[src/logic/uab_pkg.sv]
// Shared constants and carrier types for the auto-baud and wake-on-break block
package uab_pkg;

  localparam int unsigned          CLK_FREQ_HZ     = 100_000_000;
  localparam int unsigned          BAUD_CNT_W      = 16;
  localparam logic [BAUD_CNT_W-1:0] BAUD_CNT_MAX   = 16'hFFFF;
  localparam logic [BAUD_CNT_W-1:0] BAUD_CNT_RST   = 16'h0000;
  localparam logic [2:0]           EDGE_FIRST      = 3'h1;
  localparam logic [2:0]           EDGE_LAST       = 3'h5;
  localparam logic [2:0]           EDGE_RST        = 3'h0;
  // Fast phase keeps a full 16-bit wrap inside a short run
  localparam int unsigned          PHASE_DIV       = 2;
  localparam int unsigned          PHASE_CNT_W     = 1;
  localparam logic [PHASE_CNT_W-1:0] PHASE_CNT_RST = 1'h0;
  localparam logic [PHASE_CNT_W-1:0] PHASE_CNT_TOP = PHASE_CNT_W'(PHASE_DIV - 1);
  localparam logic [7:0]           HOLD_RST        = 8'h00;
  localparam logic [7:0]           WAKE_CHAR       = 8'h00;

  typedef struct packed {
    logic abd_en_set;
    logic abd_en_clr;
    logic wake_en_set;
    logic wake_en_clr;
    logic ovf_clr;
    logic hold_read;
  } uab_sw_ctrl_t;

  typedef struct packed {
    logic baud_detect_enable;
    logic baud_measure_overflow_flag;
    logic receive_event_flag;
    logic wake_on_break_enable;
    logic receiver_idle_flag;
  } uab_status_t;

  typedef enum logic [1:0] {
    ABD_IDLE,
    ABD_WAIT_FIRST,
    ABD_COUNT
  } uab_abd_state_t;

endpackage

[src/logic/uab_autobaud_wake.sv]
// Auto-baud overflow detection and wake-on-break logic of the serial receiver
//
// Summary of operation
// - Overflow flag sets when counter passes 16 bits
// - Counter keeps running until fifth rising edge
// - Fifth edge sets receive flag, clears enable
// - Holding register read clears receive flag
// - Software may clear overflow flag directly
// - Overflow clear ignored while enable still set
// - Sleep stops baud generator clocks
// - Wake enable only settable in asynchronous mode
// - Wake enabled suspends reception, watches line
// - Falling receive edge is the wake event
// - Receive flag sets with wake event
// - Holding read clears wake receive condition
// - Rising edge ending break clears wake enable
// - Non-zero character: first low time wakes
`timescale 1ns/1ps
`default_nettype none
module uab_autobaud_wake
  import uab_pkg::*;
(
  input  wire logic                  ref_clk_i,
  input  wire logic                  srst_i,
  input  wire logic                  serial_receive_pin_i,
  input  wire logic                  async_mode_i,
  input  wire logic                  sleep_i,
  input  wire uab_sw_ctrl_t          sw_ctrl_i,
  output uab_status_t                status_o,
  output logic [BAUD_CNT_W-1:0]      baud_divisor_pair_o,
  output logic [7:0]                 receive_holding_reg_o
);

  logic rx_rise;
  logic rx_fall;
  logic phase_tick;

  uab_edge_det u_edge (
    .ref_clk_i (ref_clk_i),
    .srst_i    (srst_i),
    .pin_i     (serial_receive_pin_i),
    .rise_o    (rx_rise),
    .fall_o    (rx_fall)
  );

  uab_phase_div u_div (
    .ref_clk_i (ref_clk_i),
    .srst_i    (srst_i),
    .sleep_i   (sleep_i),
    .tick_o    (phase_tick)
  );

  uab_abd_state_t          state_q;
  uab_abd_state_t          state_d;
  logic [BAUD_CNT_W-1:0]   cnt_q;
  logic [BAUD_CNT_W-1:0]   cnt_d;
  logic [2:0]              edges_q;
  logic [2:0]              edges_d;
  logic                    abd_en_q;
  logic                    abd_en_d;
  logic                    ovf_q;
  logic                    ovf_d;
  logic                    rcv_q;
  logic                    rcv_d;
  logic                    wake_en_q;
  logic                    wake_en_d;
  logic                    wake_low_q;
  logic                    wake_low_d;
  logic                    idle_q;
  logic                    idle_d;
  logic [BAUD_CNT_W-1:0]   div_q;
  logic [BAUD_CNT_W-1:0]   div_d;
  logic [7:0]              hold_q;
  logic [7:0]              hold_d;
  logic                    abd_done;
  logic                    ovf_set;
  logic                    wake_evt;

  // Auto-baud measurement
  always_comb begin
    state_d  = state_q;
    cnt_d    = cnt_q;
    edges_d  = edges_q;
    abd_done = 1'b0;
    ovf_set  = 1'b0;
    div_d    = div_q;
    // Wake watching takes the line; measurement is frozen meanwhile
    if (wake_en_q) begin
      state_d = state_q;
    end else begin
      case (state_q)
        ABD_IDLE: begin
          if (abd_en_q) begin
            state_d = ABD_WAIT_FIRST;
            cnt_d   = BAUD_CNT_RST;
            edges_d = EDGE_RST;
          end
        end
        ABD_WAIT_FIRST: begin
          if (!abd_en_q) begin
            state_d = ABD_IDLE;
          end else if (rx_rise) begin
            state_d = ABD_COUNT;
            edges_d = EDGE_FIRST;
          end
        end
        ABD_COUNT: begin
          if (!abd_en_q) begin
            state_d = ABD_IDLE;
          end else begin
            if (phase_tick) begin
              cnt_d = cnt_q + BAUD_CNT_W'(1);
              if (cnt_q == BAUD_CNT_MAX) begin
                ovf_set = 1'b1;
              end
            end
            if (rx_rise) begin
              edges_d = edges_q + 3'h1;
              if (edges_q + 3'h1 == EDGE_LAST) begin
                abd_done = 1'b1;
                state_d  = ABD_IDLE;
                div_d    = cnt_d;
              end
            end
          end
        end
        default: begin
          state_d = ABD_IDLE;
        end
      endcase
    end
  end

  always_ff @(posedge ref_clk_i) begin
    if (srst_i) begin
      state_q <= ABD_IDLE;
      cnt_q   <= BAUD_CNT_RST;
      edges_q <= EDGE_RST;
      div_q   <= BAUD_CNT_RST;
    end else begin
      state_q <= state_d;
      cnt_q   <= cnt_d;
      edges_q <= edges_d;
      div_q   <= div_d;
    end
  end

  // Control and status flags; a hardware set beats a clear, but wake_en_clr still clears wake_low_q on a wake event
  always_comb begin
    wake_evt   = wake_en_q & ~wake_low_q & rx_fall;
    abd_en_d   = abd_en_q;
    ovf_d      = ovf_q;
    rcv_d      = rcv_q;
    wake_en_d  = wake_en_q;
    wake_low_d = wake_low_q;
    hold_d     = hold_q;
    if (sw_ctrl_i.abd_en_set) begin
      abd_en_d = 1'b1;
    end
    if (sw_ctrl_i.abd_en_clr || abd_done) begin
      abd_en_d = 1'b0;
    end
    // Clear only bites once enable is already low, so abort order matters
    if (sw_ctrl_i.ovf_clr && !abd_en_q) begin
      ovf_d = 1'b0;
    end
    if (ovf_set) begin
      ovf_d = 1'b1;
    end
    if (sw_ctrl_i.hold_read) begin
      rcv_d = 1'b0;
    end
    if (abd_done || wake_evt) begin
      rcv_d = 1'b1;
    end
    if (wake_evt) begin
      wake_low_d = 1'b1;
      hold_d     = WAKE_CHAR;
    end
    if (sw_ctrl_i.wake_en_set && async_mode_i) begin
      wake_en_d = 1'b1;
    end
    if (sw_ctrl_i.wake_en_clr) begin
      wake_en_d  = 1'b0;
      wake_low_d = 1'b0;
    end
    if (wake_low_q && rx_rise) begin
      wake_en_d  = 1'b0;
      wake_low_d = 1'b0;
    end
    idle_d = (state_d != ABD_COUNT) & ~wake_low_d;
  end

  always_ff @(posedge ref_clk_i) begin
    if (srst_i) begin
      abd_en_q   <= 1'b0;
      ovf_q      <= 1'b0;
      rcv_q      <= 1'b0;
      wake_en_q  <= 1'b0;
      wake_low_q <= 1'b0;
      idle_q     <= 1'b1;
      hold_q     <= HOLD_RST;
    end else begin
      abd_en_q   <= abd_en_d;
      ovf_q      <= ovf_d;
      rcv_q      <= rcv_d;
      wake_en_q  <= wake_en_d;
      wake_low_q <= wake_low_d;
      idle_q     <= idle_d;
      hold_q     <= hold_d;
    end
  end

  // One driver for the whole status word
  assign status_o = '{
    baud_detect_enable:         abd_en_q,
    baud_measure_overflow_flag: ovf_q,
    receive_event_flag:         rcv_q,
    wake_on_break_enable:       wake_en_q,
    receiver_idle_flag:         idle_q
  };
  assign baud_divisor_pair_o                 = div_q;
  assign receive_holding_reg_o               = hold_q;
endmodule
`default_nettype wire

[src/logic/uab_edge_det.sv]
// Rising and falling edge detector for the synchronous receive pin
`timescale 1ns/1ps
`default_nettype none
module uab_edge_det
  import uab_pkg::*;
(
  input  wire logic ref_clk_i,
  input  wire logic srst_i,
  input  wire logic pin_i,
  output logic      rise_o,
  output logic      fall_o
);

  logic pin_q;
  logic pin_d;

  always_comb begin
    pin_d = pin_i;
  end

  // Line idles high, so reset to mark avoids a false edge
  always_ff @(posedge ref_clk_i) begin
    if (srst_i) begin
      pin_q <= 1'b1;
    end else begin
      pin_q <= pin_d;
    end
  end

  assign rise_o = pin_i & ~pin_q;
  assign fall_o = ~pin_i & pin_q;

endmodule
`default_nettype wire

[src/logic/uab_phase_div.sv]
// Instruction-phase enable divider, frozen while sleeping
`timescale 1ns/1ps
`default_nettype none
module uab_phase_div
  import uab_pkg::*;
(
  input  wire logic ref_clk_i,
  input  wire logic srst_i,
  input  wire logic sleep_i,
  output logic      tick_o
);

  logic [PHASE_CNT_W-1:0] cnt_q;
  logic [PHASE_CNT_W-1:0] cnt_d;
  logic                   tick_q;
  logic                   tick_d;

  always_comb begin
    cnt_d  = cnt_q;
    tick_d = 1'b0;
    if (!sleep_i) begin
      if (cnt_q == PHASE_CNT_TOP) begin
        cnt_d  = PHASE_CNT_RST;
        tick_d = 1'b1;
      end else begin
        cnt_d = cnt_q + PHASE_CNT_W'(1);
      end
    end
  end

  always_ff @(posedge ref_clk_i) begin
    if (srst_i) begin
      cnt_q  <= PHASE_CNT_RST;
      tick_q <= 1'b0;
    end else begin
      cnt_q  <= cnt_d;
      tick_q <= tick_d;
    end
  end

  assign tick_o = tick_q & ~sleep_i;

endmodule
`default_nettype wire

[config.mk]
export PLATFORM = sky130hd
export DESIGN_NAME = uab_autobaud_wake
export DESIGN_NICKNAME = d
export VERILOG_FILES = /design/src/logic/uab_pkg.sv /design/src/logic/uab_autobaud_wake.sv /design/src/logic/uab_edge_det.sv /design/src/logic/uab_phase_div.sv
export SDC_FILE = /design/constraint.sdc
export NUM_CORES = 1
export LEC_CHECK = 0
export ABC_AREA = 1
export BUFFER_PORTS_ARGS = -buffer_cell sky130_fd_sc_hd__buf_2
export CAP_MARGIN = 20
export CORE_ASPECT_RATIO = 0.6
export CORE_UTILIZATION = 35
export CTS_CLUSTER_DIAMETER = 80
export CTS_CLUSTER_SIZE = 20
export DETAILED_ROUTE_END_ITERATION = 10
export PLACE_DENSITY_LB_ADDON = 0.15
export SLEW_MARGIN = 20
export SYNTH_ARGS = -nofsm -noshare
export SYNTH_HDL_FRONTEND = slang
export SYNTH_SLANG_ARGS = --single-unit
[constraint.sdc]
create_clock -name ref_clk_i -period 2.4 [get_ports ref_clk_i]
set_clock_uncertainty 0.2 [all_clocks]
set_input_delay 0.48 -clock ref_clk_i [delete_from_list [all_inputs] [get_ports ref_clk_i]]
set_output_delay 0.48 -clock ref_clk_i [all_outputs]
set_load 0.02 [all_outputs]
After elaboration in Yosys (flattened, before gate mapping)

Index checks and enable logic that the tools add are counted.

Add/sub/neg operators: 3
Equal/unequal tests: 10
Multiplexer cells: 37
Bitwise gates (word level): 12
Reduce and logical (&&, ||, !) cells: 17

Operators with widths:

| cell                    | number |
|---|---|
| $mux W16                | 3 |
| $pmux W16 S2            | 1 |
| $mux W1                 | 19 |
| $add A16 B1 Y16 const B | 1 |
| $eq A16 B16 Y1 const B  | 1 |
| $mux W3                 | 5 |
| $mux W2                 | 7 |
| $ne A2 B2 Y1 const B    | 6 |
| $pmux W3 S3             | 1 |
| $reduce_and A7 Y1       | 1 |
| $and A1 B1 Y1           | 6 |
| $not A1 Y1              | 6 |
| $pmux W2 S3             | 1 |
| $reduce_bool A2 Y1      | 3 |
| $reduce_and A5 Y1       | 1 |
| $reduce_and A4 Y1       | 1 |
| $reduce_or A2 Y1        | 2 |
| $add A3 B1 Y3 const B   | 1 |
| $eq A3 B3 Y1 const B    | 1 |
| $logic_and A1 B1 Y1     | 3 |
| $reduce_bool A3 Y1      | 1 |
| $reduce_or A3 Y1        | 1 |
| $eq A2 B1 Y1 const B    | 1 |
| $eq A2 B2 Y1 const B    | 1 |
| other kinds (4)         | 5 |

Bits in registers: 46

Logic depth before layout (Yosys ltp)

Gate-level depths: netlist of run 1.

Depth after elaboration: 9
Depth in mapped cells: 12
Mapped depth without buffers: 12

By module

Synthesis of run 1 repeated with hierarchy kept, for this count alone.

Cells, all modules: 344
Area total of the unflattened synthesis: 2479.9 um^2

By module, submodules not included:

| module            | times used | cells each | area each (um^2) |
|---|---|---|---|
| uab_autobaud_wake | 1          | 326        | 2361.0 |
| uab_phase_div     | 1          | 11         | 76.3 |
| uab_edge_det      | 1          | 7          | 42.5 |

Worst setup path after synthesis of run 1

No wires, ideal clock.

Path type: register to register
Start point: reg state_q[0]
End point: reg cnt_q[0]
Library setup time: 132 ps
Data arrival time: 1466 ps
Data required time: 2068 ps
Slack: 602 ps
Stages on the path, launching flop included: 8
Period minus slack after synthesis: 1798 ps
Path through: dfxtp_1 > inv_1 > ha_1 > o21ai_0 > nand3_1 > buf_4 > nand2_1 > a21oi_1

Cells in the longest elaborated chain, start to end: 3

RTL lines:

| what                                                                       | RTL line                 | text |
|---|---|---|
| from (decl)                                                                | uab_autobaud_wake.sv:53  | `uab_abd_state_t state_q;` |
| from (signal assigned)                                                     | uab_autobaud_wake.sv:141 | `state_q <= state_d;` |
| $eq A2 B2 Y1 / $logic_not A2 Y1 (equally long branches)                    | uab_autobaud_wake.sv:91  | `case (state_q)` |
| $ne A2 B2 Y1 (no source line) / $reduce_bool A2 Y1 (equally long branches) | n/a                      |  |
| $reduce_and A4 Y1 (no source line)                                         | n/a                      |  |
| to (signal assigned)                                                       | uab_autobaud_wake.sv:142 | `cnt_q <= cnt_d;` |
| to (decl)                                                                  | uab_autobaud_wake.sv:55  | `logic [BAUD_CNT_W-1:0] cnt_q;` |

Parallel ways exist; a longest one is shown, timed or not.
A chain may end at the register's enable or synchronous reset.

Worst setup path in the final report of run 1

Start point: reg state_q[0]
End point: reg div_q[7], in the netlist baud_divisor_pair_o[7]

Cells in the longest elaborated chain, start to end: 2

RTL lines:

| what                               | RTL line                 | text |
|---|---|---|
| $eq A2 B2 Y1                       | uab_autobaud_wake.sv:91  |  |
| $reduce_and A5 Y1 (no source line) | n/a                      |  |
| to (signal assigned)               | uab_autobaud_wake.sv:144 | `div_q <= div_d;` |
| to (decl)                          | uab_autobaud_wake.sv:71  | `logic [BAUD_CNT_W-1:0] div_q;` |

No other way between the ends.

==> impl_metrics.env, run 1 <==
export IMPL_area_growth_pct=12.7
export IMPL_grt_pass1_vias=1837
export IMPL_routed_wl_um=5810
export IMPL_setup_worst_path_class="flop to flop"
export IMPL_insertion_delay_ps=280
export IMPL_die_area_sq_um=7560
export IMPL_status="finished with violations"
export IMPL_rows=23
export IMPL_final_cell_mix="nand2_1, dfxtp_1, inv_1, buf_2, a21oi_1"
export IMPL_ys_seq_area_share_pct=36.5
export IMPL_post_cts_setup_buffers=0
export IMPL_drive_above_1_share_pct=19.3
export IMPL_p_per_area_nw_per_um2=584
export IMPL_tns_ps=0
export IMPL_avgSynthCellArea_sq_um=7.42
export IMPL_cp_arrival_ps=2000
export IMPL_pre_cts_slack_ps=359
export IMPL_clock_root_buffer="clkbuf_16"
export IMPL_drv_cap=0
export IMPL_grt_usage_pct=16.9
export IMPL_synth_warnings=0
export IMPL_nFillCells=724
export IMPL_dr_pass1_iters=10
export IMPL_crit_required_ps=2380
export IMPL_max_vdd_ir_drop_mv=0.246
export IMPL_ff2ff_setup_slack_ps=380
export IMPL_overflow=0
export IMPL_dp_cells=447
export IMPL_holdBufCountCts=0
export IMPL_io_buffers=31
export IMPL_critPathLaunchType="flop"
export IMPL_cts_buffers=5
export IMPL_drv_slew=0
export IMPL_cts_max_path_buffers=2
export IMPL_antenna_cells=0
export IMPL_final_util_pct=41.7
export IMPL_fmax_mhz=496
export IMPL_h_tree_depth=2
export IMPL_end_kind="flop"
export IMPL_min_period_ps=2020
export IMPL_place_congestion=0.789
export IMPL_die_height_um=67.8
export IMPL_postRouteAntennaNets=0
export IMPL_grt_pass1_wl_um=9550
export IMPL_leakagePower_nw=1.26
export IMPL_antenna_found_initial=0
export IMPL_synth_seq_cells=46
export IMPL_cts_resized=0
export IMPL_syn_inst=340
export IMPL_total_power_mw=1.66
export IMPL_via_count=2091
export IMPL_final_common_cell="nand2_1"
export IMPL_min_path_type="input pin to flop"
export IMPL_path_clk_slew_ps=70
export IMPL_failed_checks="design-rule violations"
export IMPL_synthDistinctLibCells=34
export IMPL_finalHoldViolCount=0
export IMPL_drc=3
export IMPL_die_w_um=112
export IMPL_wl_per_cell_um=12.8
export IMPL_fin_nets=385
export IMPL_cts_tree="done"
export IMPL_grt_max_degree=25
export IMPL_rsz0062_at_grt="no"
export IMPL_crit_fanout=19
export IMPL_cts_sinks=46
export IMPL_initial_core_util_pct=37.0
export IMPL_fin_crit_sh_pct=84.1
export IMPL_synthesis_area_sq_um=2520
export IMPL_setup_slack_ps=382
export IMPL_routed_via_density=4.60
export IMPL_instances_no_fill=455
export IMPL_drt_iter0_drc=214
export IMPL_pin_count=40
export IMPL_setup_viol=0
export IMPL_core_sq_um=6820
export IMPL_dp_hpwl_um=4370
worst max-delay path: stages (launching register included):
cell and delay, ps:
dfxtp_1 390, inv_1 150, ha_1 220, nand2_2 90, nor2_4 130, inv_4 80, nor2_8 300, inv_2 130
o21ai_0 180, inv_1 50
metal layers:
| layer | track usage, % | share of wire, % |
|---|---|---|
| met5 | 0 | 0 |
| met4 | 5.57 | 0.52 |
| met3 | 3.50 | 8.0 |
| met2 | 20.9 | 34 |
| met1 | 27.2 | 57 |
power breakdown:
part / switching, mW / internal, mW / leakage, nW
clock: 0.295 / 0.488 / 0.0836
sequential: 0.00887 / 0.771 / 0.372
combinational: 0.0687 / 0.0293 / 0.800
synthesized netlist by cell type (all sizes together):
master,count,area (sq um)
clkbuf,4,16.3
o21bai,2,15.0
nor4,1,6.26
dfxtp,46,921
xor2,3,26.3
buf,18,160
nand2,85,327
nor3,1,5.00
a31oi,2,27.5
xnor2,6,52.6
a21oi,34,196
o21a,2,15.0
nor2,29,171
a21o,2,15.0
inv,46,175
nand3,17,85.1
o21ai,24,154
ha,7,87.6
conb,1,3.75
nand2b,2,12.5
nand4,8,50.1
worst paths after layout:
| check | startpoint | endpoint | cells past startpoint |
|---|---|---|---|
| max | state_q[0]$_SDFF_PP0_ | baud_divisor_pair_o[7]$_SDFFE_PP0P_ | 9 |
| min | sw_ctrl_i[5] | abd_en_q$_SDFFE_PP0P_ | 3 |
| max reg2reg | state_q[0]$_SDFF_PP0_ | baud_divisor_pair_o[7]$_SDFFE_PP0P_ | 9 |
| min reg2reg | u_div.cnt_q$_SDFFE_PP0N_ | u_div.tick_q$_SDFF_PP0_ | 2 |
logic make-up after synthesis:
kind of cell    Yosys count  share of synthesized area [%]
compound gates           66                           16.8
xor+xnor                  9                           3.13
fa+ha+maj                 7                           3.47
buf+inv                  68                           13.9
flops                    46                           36.5
other cells               1                          0.149
simple gates            143                           26.0
area by class of cell:
cell class,instances,area [sq um],area share [%]
flip-flops and latches,46,921,32.4
repair buffers,35,198,6.95
clock inverters,3,40.0,1.41
clock buffers,5,125,4.40
multi-input cells,233,1280,44.9
inverters,46,175,6.16
well taps,87,109,3.83
through the flow:
step / cell area, sq um / hold WS [ps]
after floorplan: 2550 / 240
after global placement: 2680 / 254
after detailed placement: 2680 / 255
after CTS: 2840 / 197
after global routing: 2840 / 197
final: 2840 / 203
registers in the layout, indices dropped and copies added, names as in the netlist:
register,flops
baud_divisor_pair_o,16
cnt_q,16
edges_q,3
state_q,2
abd_en_q,1
idle_q,1
ovf_q,1
rcv_q,1
u_div.cnt_q,1
u_div.tick_q,1
u_edge.pin_q,1
wake_en_q,1
wake_low_q,1
Power figures use the tool's default switching activity.
==> run 2, diff against run 1 <==
==> constraint.sdc (replaced) <==
create_clock -name ref_clk_i -period 1.63 [get_ports ref_clk_i]
set_clock_uncertainty 0.2 [all_clocks]
set_input_delay 0.326 -clock ref_clk_i [delete_from_list [all_inputs] [get_ports ref_clk_i]]
set_output_delay 0.326 -clock ref_clk_i [all_outputs]
set_load 0.02 [all_outputs]
==> impl_metrics.env, run 2 (synthesis gave the netlist of run 1 again) <==
export IMPL_nFillCells=643
export IMPL_routed_wl_um=7160
export IMPL_drv_cap=0
export IMPL_min_to="abd_en_q$_SDFFE_PP0P_"
export IMPL_reg2regPathDepth=8
export IMPL_postRouteAntennaNets=0
export IMPL_instances_no_fill=510
export IMPL_finalHoldViolCount=0
export IMPL_area_growth_pct=41.4
export IMPL_power_internal_mw=2.10
export IMPL_wl_met1_um=3850
export IMPL_setup_slack_ps=-95.7
export IMPL_crit_required_ps=1590
export IMPL_final_cell_mix="nand2_1, buf_4, inv_1, dfxtp_1, buf_2"
export IMPL_combPwrFrac_pct=8.0
export IMPL_switching_power_mw=0.607
export IMPL_cts_tree="done"
export IMPL_leakagePower_nw=1.63
export IMPL_rows=23
export IMPL_antenna_cells=0
export IMPL_grt_pass1_vias=2169
export IMPL_setup_worst_path_class="flop to flop"
export IMPL_cts_max_path_buffers=2
export IMPL_overflow=0
export IMPL_die_area_sq_um=7560
export IMPL_worstPathCellList="inv_4, buf_4, ha_2, o21ai_1, nand3_2, buf_6, nand2_1, a21oi_1"
export IMPL_pin_count=40
export IMPL_grt_max_degree=20
export IMPL_antenna_found_initial=0
export IMPL_wl_per_cell_um=14.0
export IMPL_final_common_cell="nand2_1"
export IMPL_min_path_cells=3
export IMPL_fin_crit_sh_pct=106
export IMPL_max_vdd_ir_drop_mv=0.392
export IMPL_h_tree_depth=2
export IMPL_min_path_type="input pin to flop"
export IMPL_ff2ff_setup_slack_ps=-100
export IMPL_drive_above_1_share_pct=40.9
export IMPL_die_w_um=112
export IMPL_setup_viol=28
export IMPL_via_count=2365
export IMPL_dp_hpwl_um=5010
export IMPL_place_congestion=0.927
export IMPL_io_buffers=31
export IMPL_tns_ps=-1120
export IMPL_insertion_delay_ps=290
export IMPL_core_sq_um=6820
export IMPL_routed_via_density=4.64
export IMPL_failed_checks="design-rule violations, negative setup slack"
export IMPL_r2r_start="state_q[0]$_SDFF_PP0_"
export IMPL_grt_usage_pct=19.5
export IMPL_rsz0062_at_grt="yes"
export IMPL_cp_arrival_ps=1690
export IMPL_cts_buffers=5
export IMPL_drc=7
export IMPL_p_per_area_nw_per_um2=757
export IMPL_r2r_end="cnt_q[1]$_SDFFE_PP0P_"
export IMPL_critPathBufInv=3
export IMPL_cts_sinks=46
export IMPL_min_period_ps=1730
export IMPL_top_layer="met4"
export IMPL_switching_share_pct=22.5
export IMPL_dr_pass1_iters=8
export IMPL_drt_iter0_drc=182
export IMPL_dp_cells=492
export IMPL_clock_root_buffer="clkbuf_16"
export IMPL_die_height_um=67.8
export IMPL_drv_slew=0
export IMPL_min_from="sw_ctrl_i[5]"
export IMPL_fmax_mhz=579
export IMPL_wl_met3_um=510
export IMPL_grt_pass1_wl_um=11000
export IMPL_critPathLaunchType="flop"
export IMPL_slowest_stage="dfxtp_4"
export IMPL_initial_core_util_pct=37.0
export IMPL_dr_wl_met2_um=2750
export IMPL_end_kind="flop"
export IMPL_cpLargestDelayFamily="flip-flops"
export IMPL_status="finished with violations"
export IMPL_slowest_delay_ps=370
export IMPL_fin_nets=440
export IMPL_path_clk_slew_ps=70
export IMPL_seqPwrFrac_pct=42.3
export IMPL_crit_fanout=8
export IMPL_clock_power_share_pct=49.7
## run 2: changes by cell type in the layout (fill, tap and decap cells not counted), moves of 7 or more
cell,change
buf_4,+46
dfxtp_1,-9
o21ai_0,-9
o21ai_1,+7
## run 2: through the flow
| step | area [sq um] | setup slack (ps) | total power [mW] | utilization [%] | hold WS [ps] |
|---|---|---|---|---|---|
| 6_report | 3570 | -95.7 | 2.70 | 52.3 | 29.1 |
| 5_1_grt | 3570 | -134 | 2.79 | 52.3 | 51.1 |
| 4_1_cts | 3400 | -63.3 | 2.69 | 49.9 | 24.3 |
| 3_5_place_dp | 3020 | -118 | 1.35 | 44.3 | 262 |
| 3_3_place_gp | 3020 | -110 | 1.35 | 44.3 | 252 |
| 2_1_floorplan | 2560 | -6.04 | 1.29 | - | 223 |
## run 2: what timing repair did
action / CTS / global route
setup buffers: 4 / 2
hold buffers: 0 / 0
pin swaps: 14 / 17
cloned: 3 / 1
gates resized for setup: 35 / 45
setup endpoints to repair: 38 / 39
## run 2: worst register-to-register path, delay by kind of cell (launching register included)
family / cells / cell delay [ps]
compound gates: 2 / 260
flops: 1 / 370
simple gates: 2 / 220
fa+ha+maj: 1 / 210
buf+inv: 3 / 360
## run 2: area by class of cell
type	instances	area, sq um	area share, %
Tap cell	87	109	3.05
Clock buffer	5	125	3.51
Multi-Input combinational cell	235	1500	42.1
Sequential cell	46	940	26.3
Inverter	46	185	5.19
Clock inverter	3	68.8	1.93
Timing Repair Buffer	88	638	17.9
## run 2: worst max-delay path by stage
stage / start / end / slack (ps) / cells after the start
after floorplan: state_q[0]$_SDFF_PP0_ / abd_en_q$_SDFFE_PP0P_ / -6 / 10
after global placement: state_q[1]$_SDFF_PP0_ / edges_q[0]$_SDFFE_PP0P_ / -110 / 10
after detailed placement: edges_q[0]$_SDFFE_PP0P_ / baud_divisor_pair_o[8]$_SDFFE_PP0P_ / -120 / 10
after CTS: state_q[0]$_SDFF_PP0_ / abd_en_q$_SDFFE_PP0P_ / -60 / 10
after global routing: state_q[1]$_SDFF_PP0_ / cnt_q[1]$_SDFFE_PP0P_ / -130 / 8
final: state_q[0]$_SDFF_PP0_ / cnt_q[1]$_SDFFE_PP0P_ / -100 / 8
## run 2: power groups by stage
stage / clock network, mW / registers (mW) / logic (mW)
after floorplan: 0 / 1.17 / 0.123
after global placement: 0 / 1.17 / 0.178
after detailed placement: 0 / 1.17 / 0.178
after CTS: 1.35 / 1.14 / 0.193
after global routing: 1.41 / 1.14 / 0.238
final: 1.34 / 1.14 / 0.217
## run 2: layer usage
layer  global-route usage (%)  up-vias
met3                     4.49        4
met1                     30.3     1066
met4                     4.05        0
met5                        0        -
li1                         -     1236
met2                     26.3       59
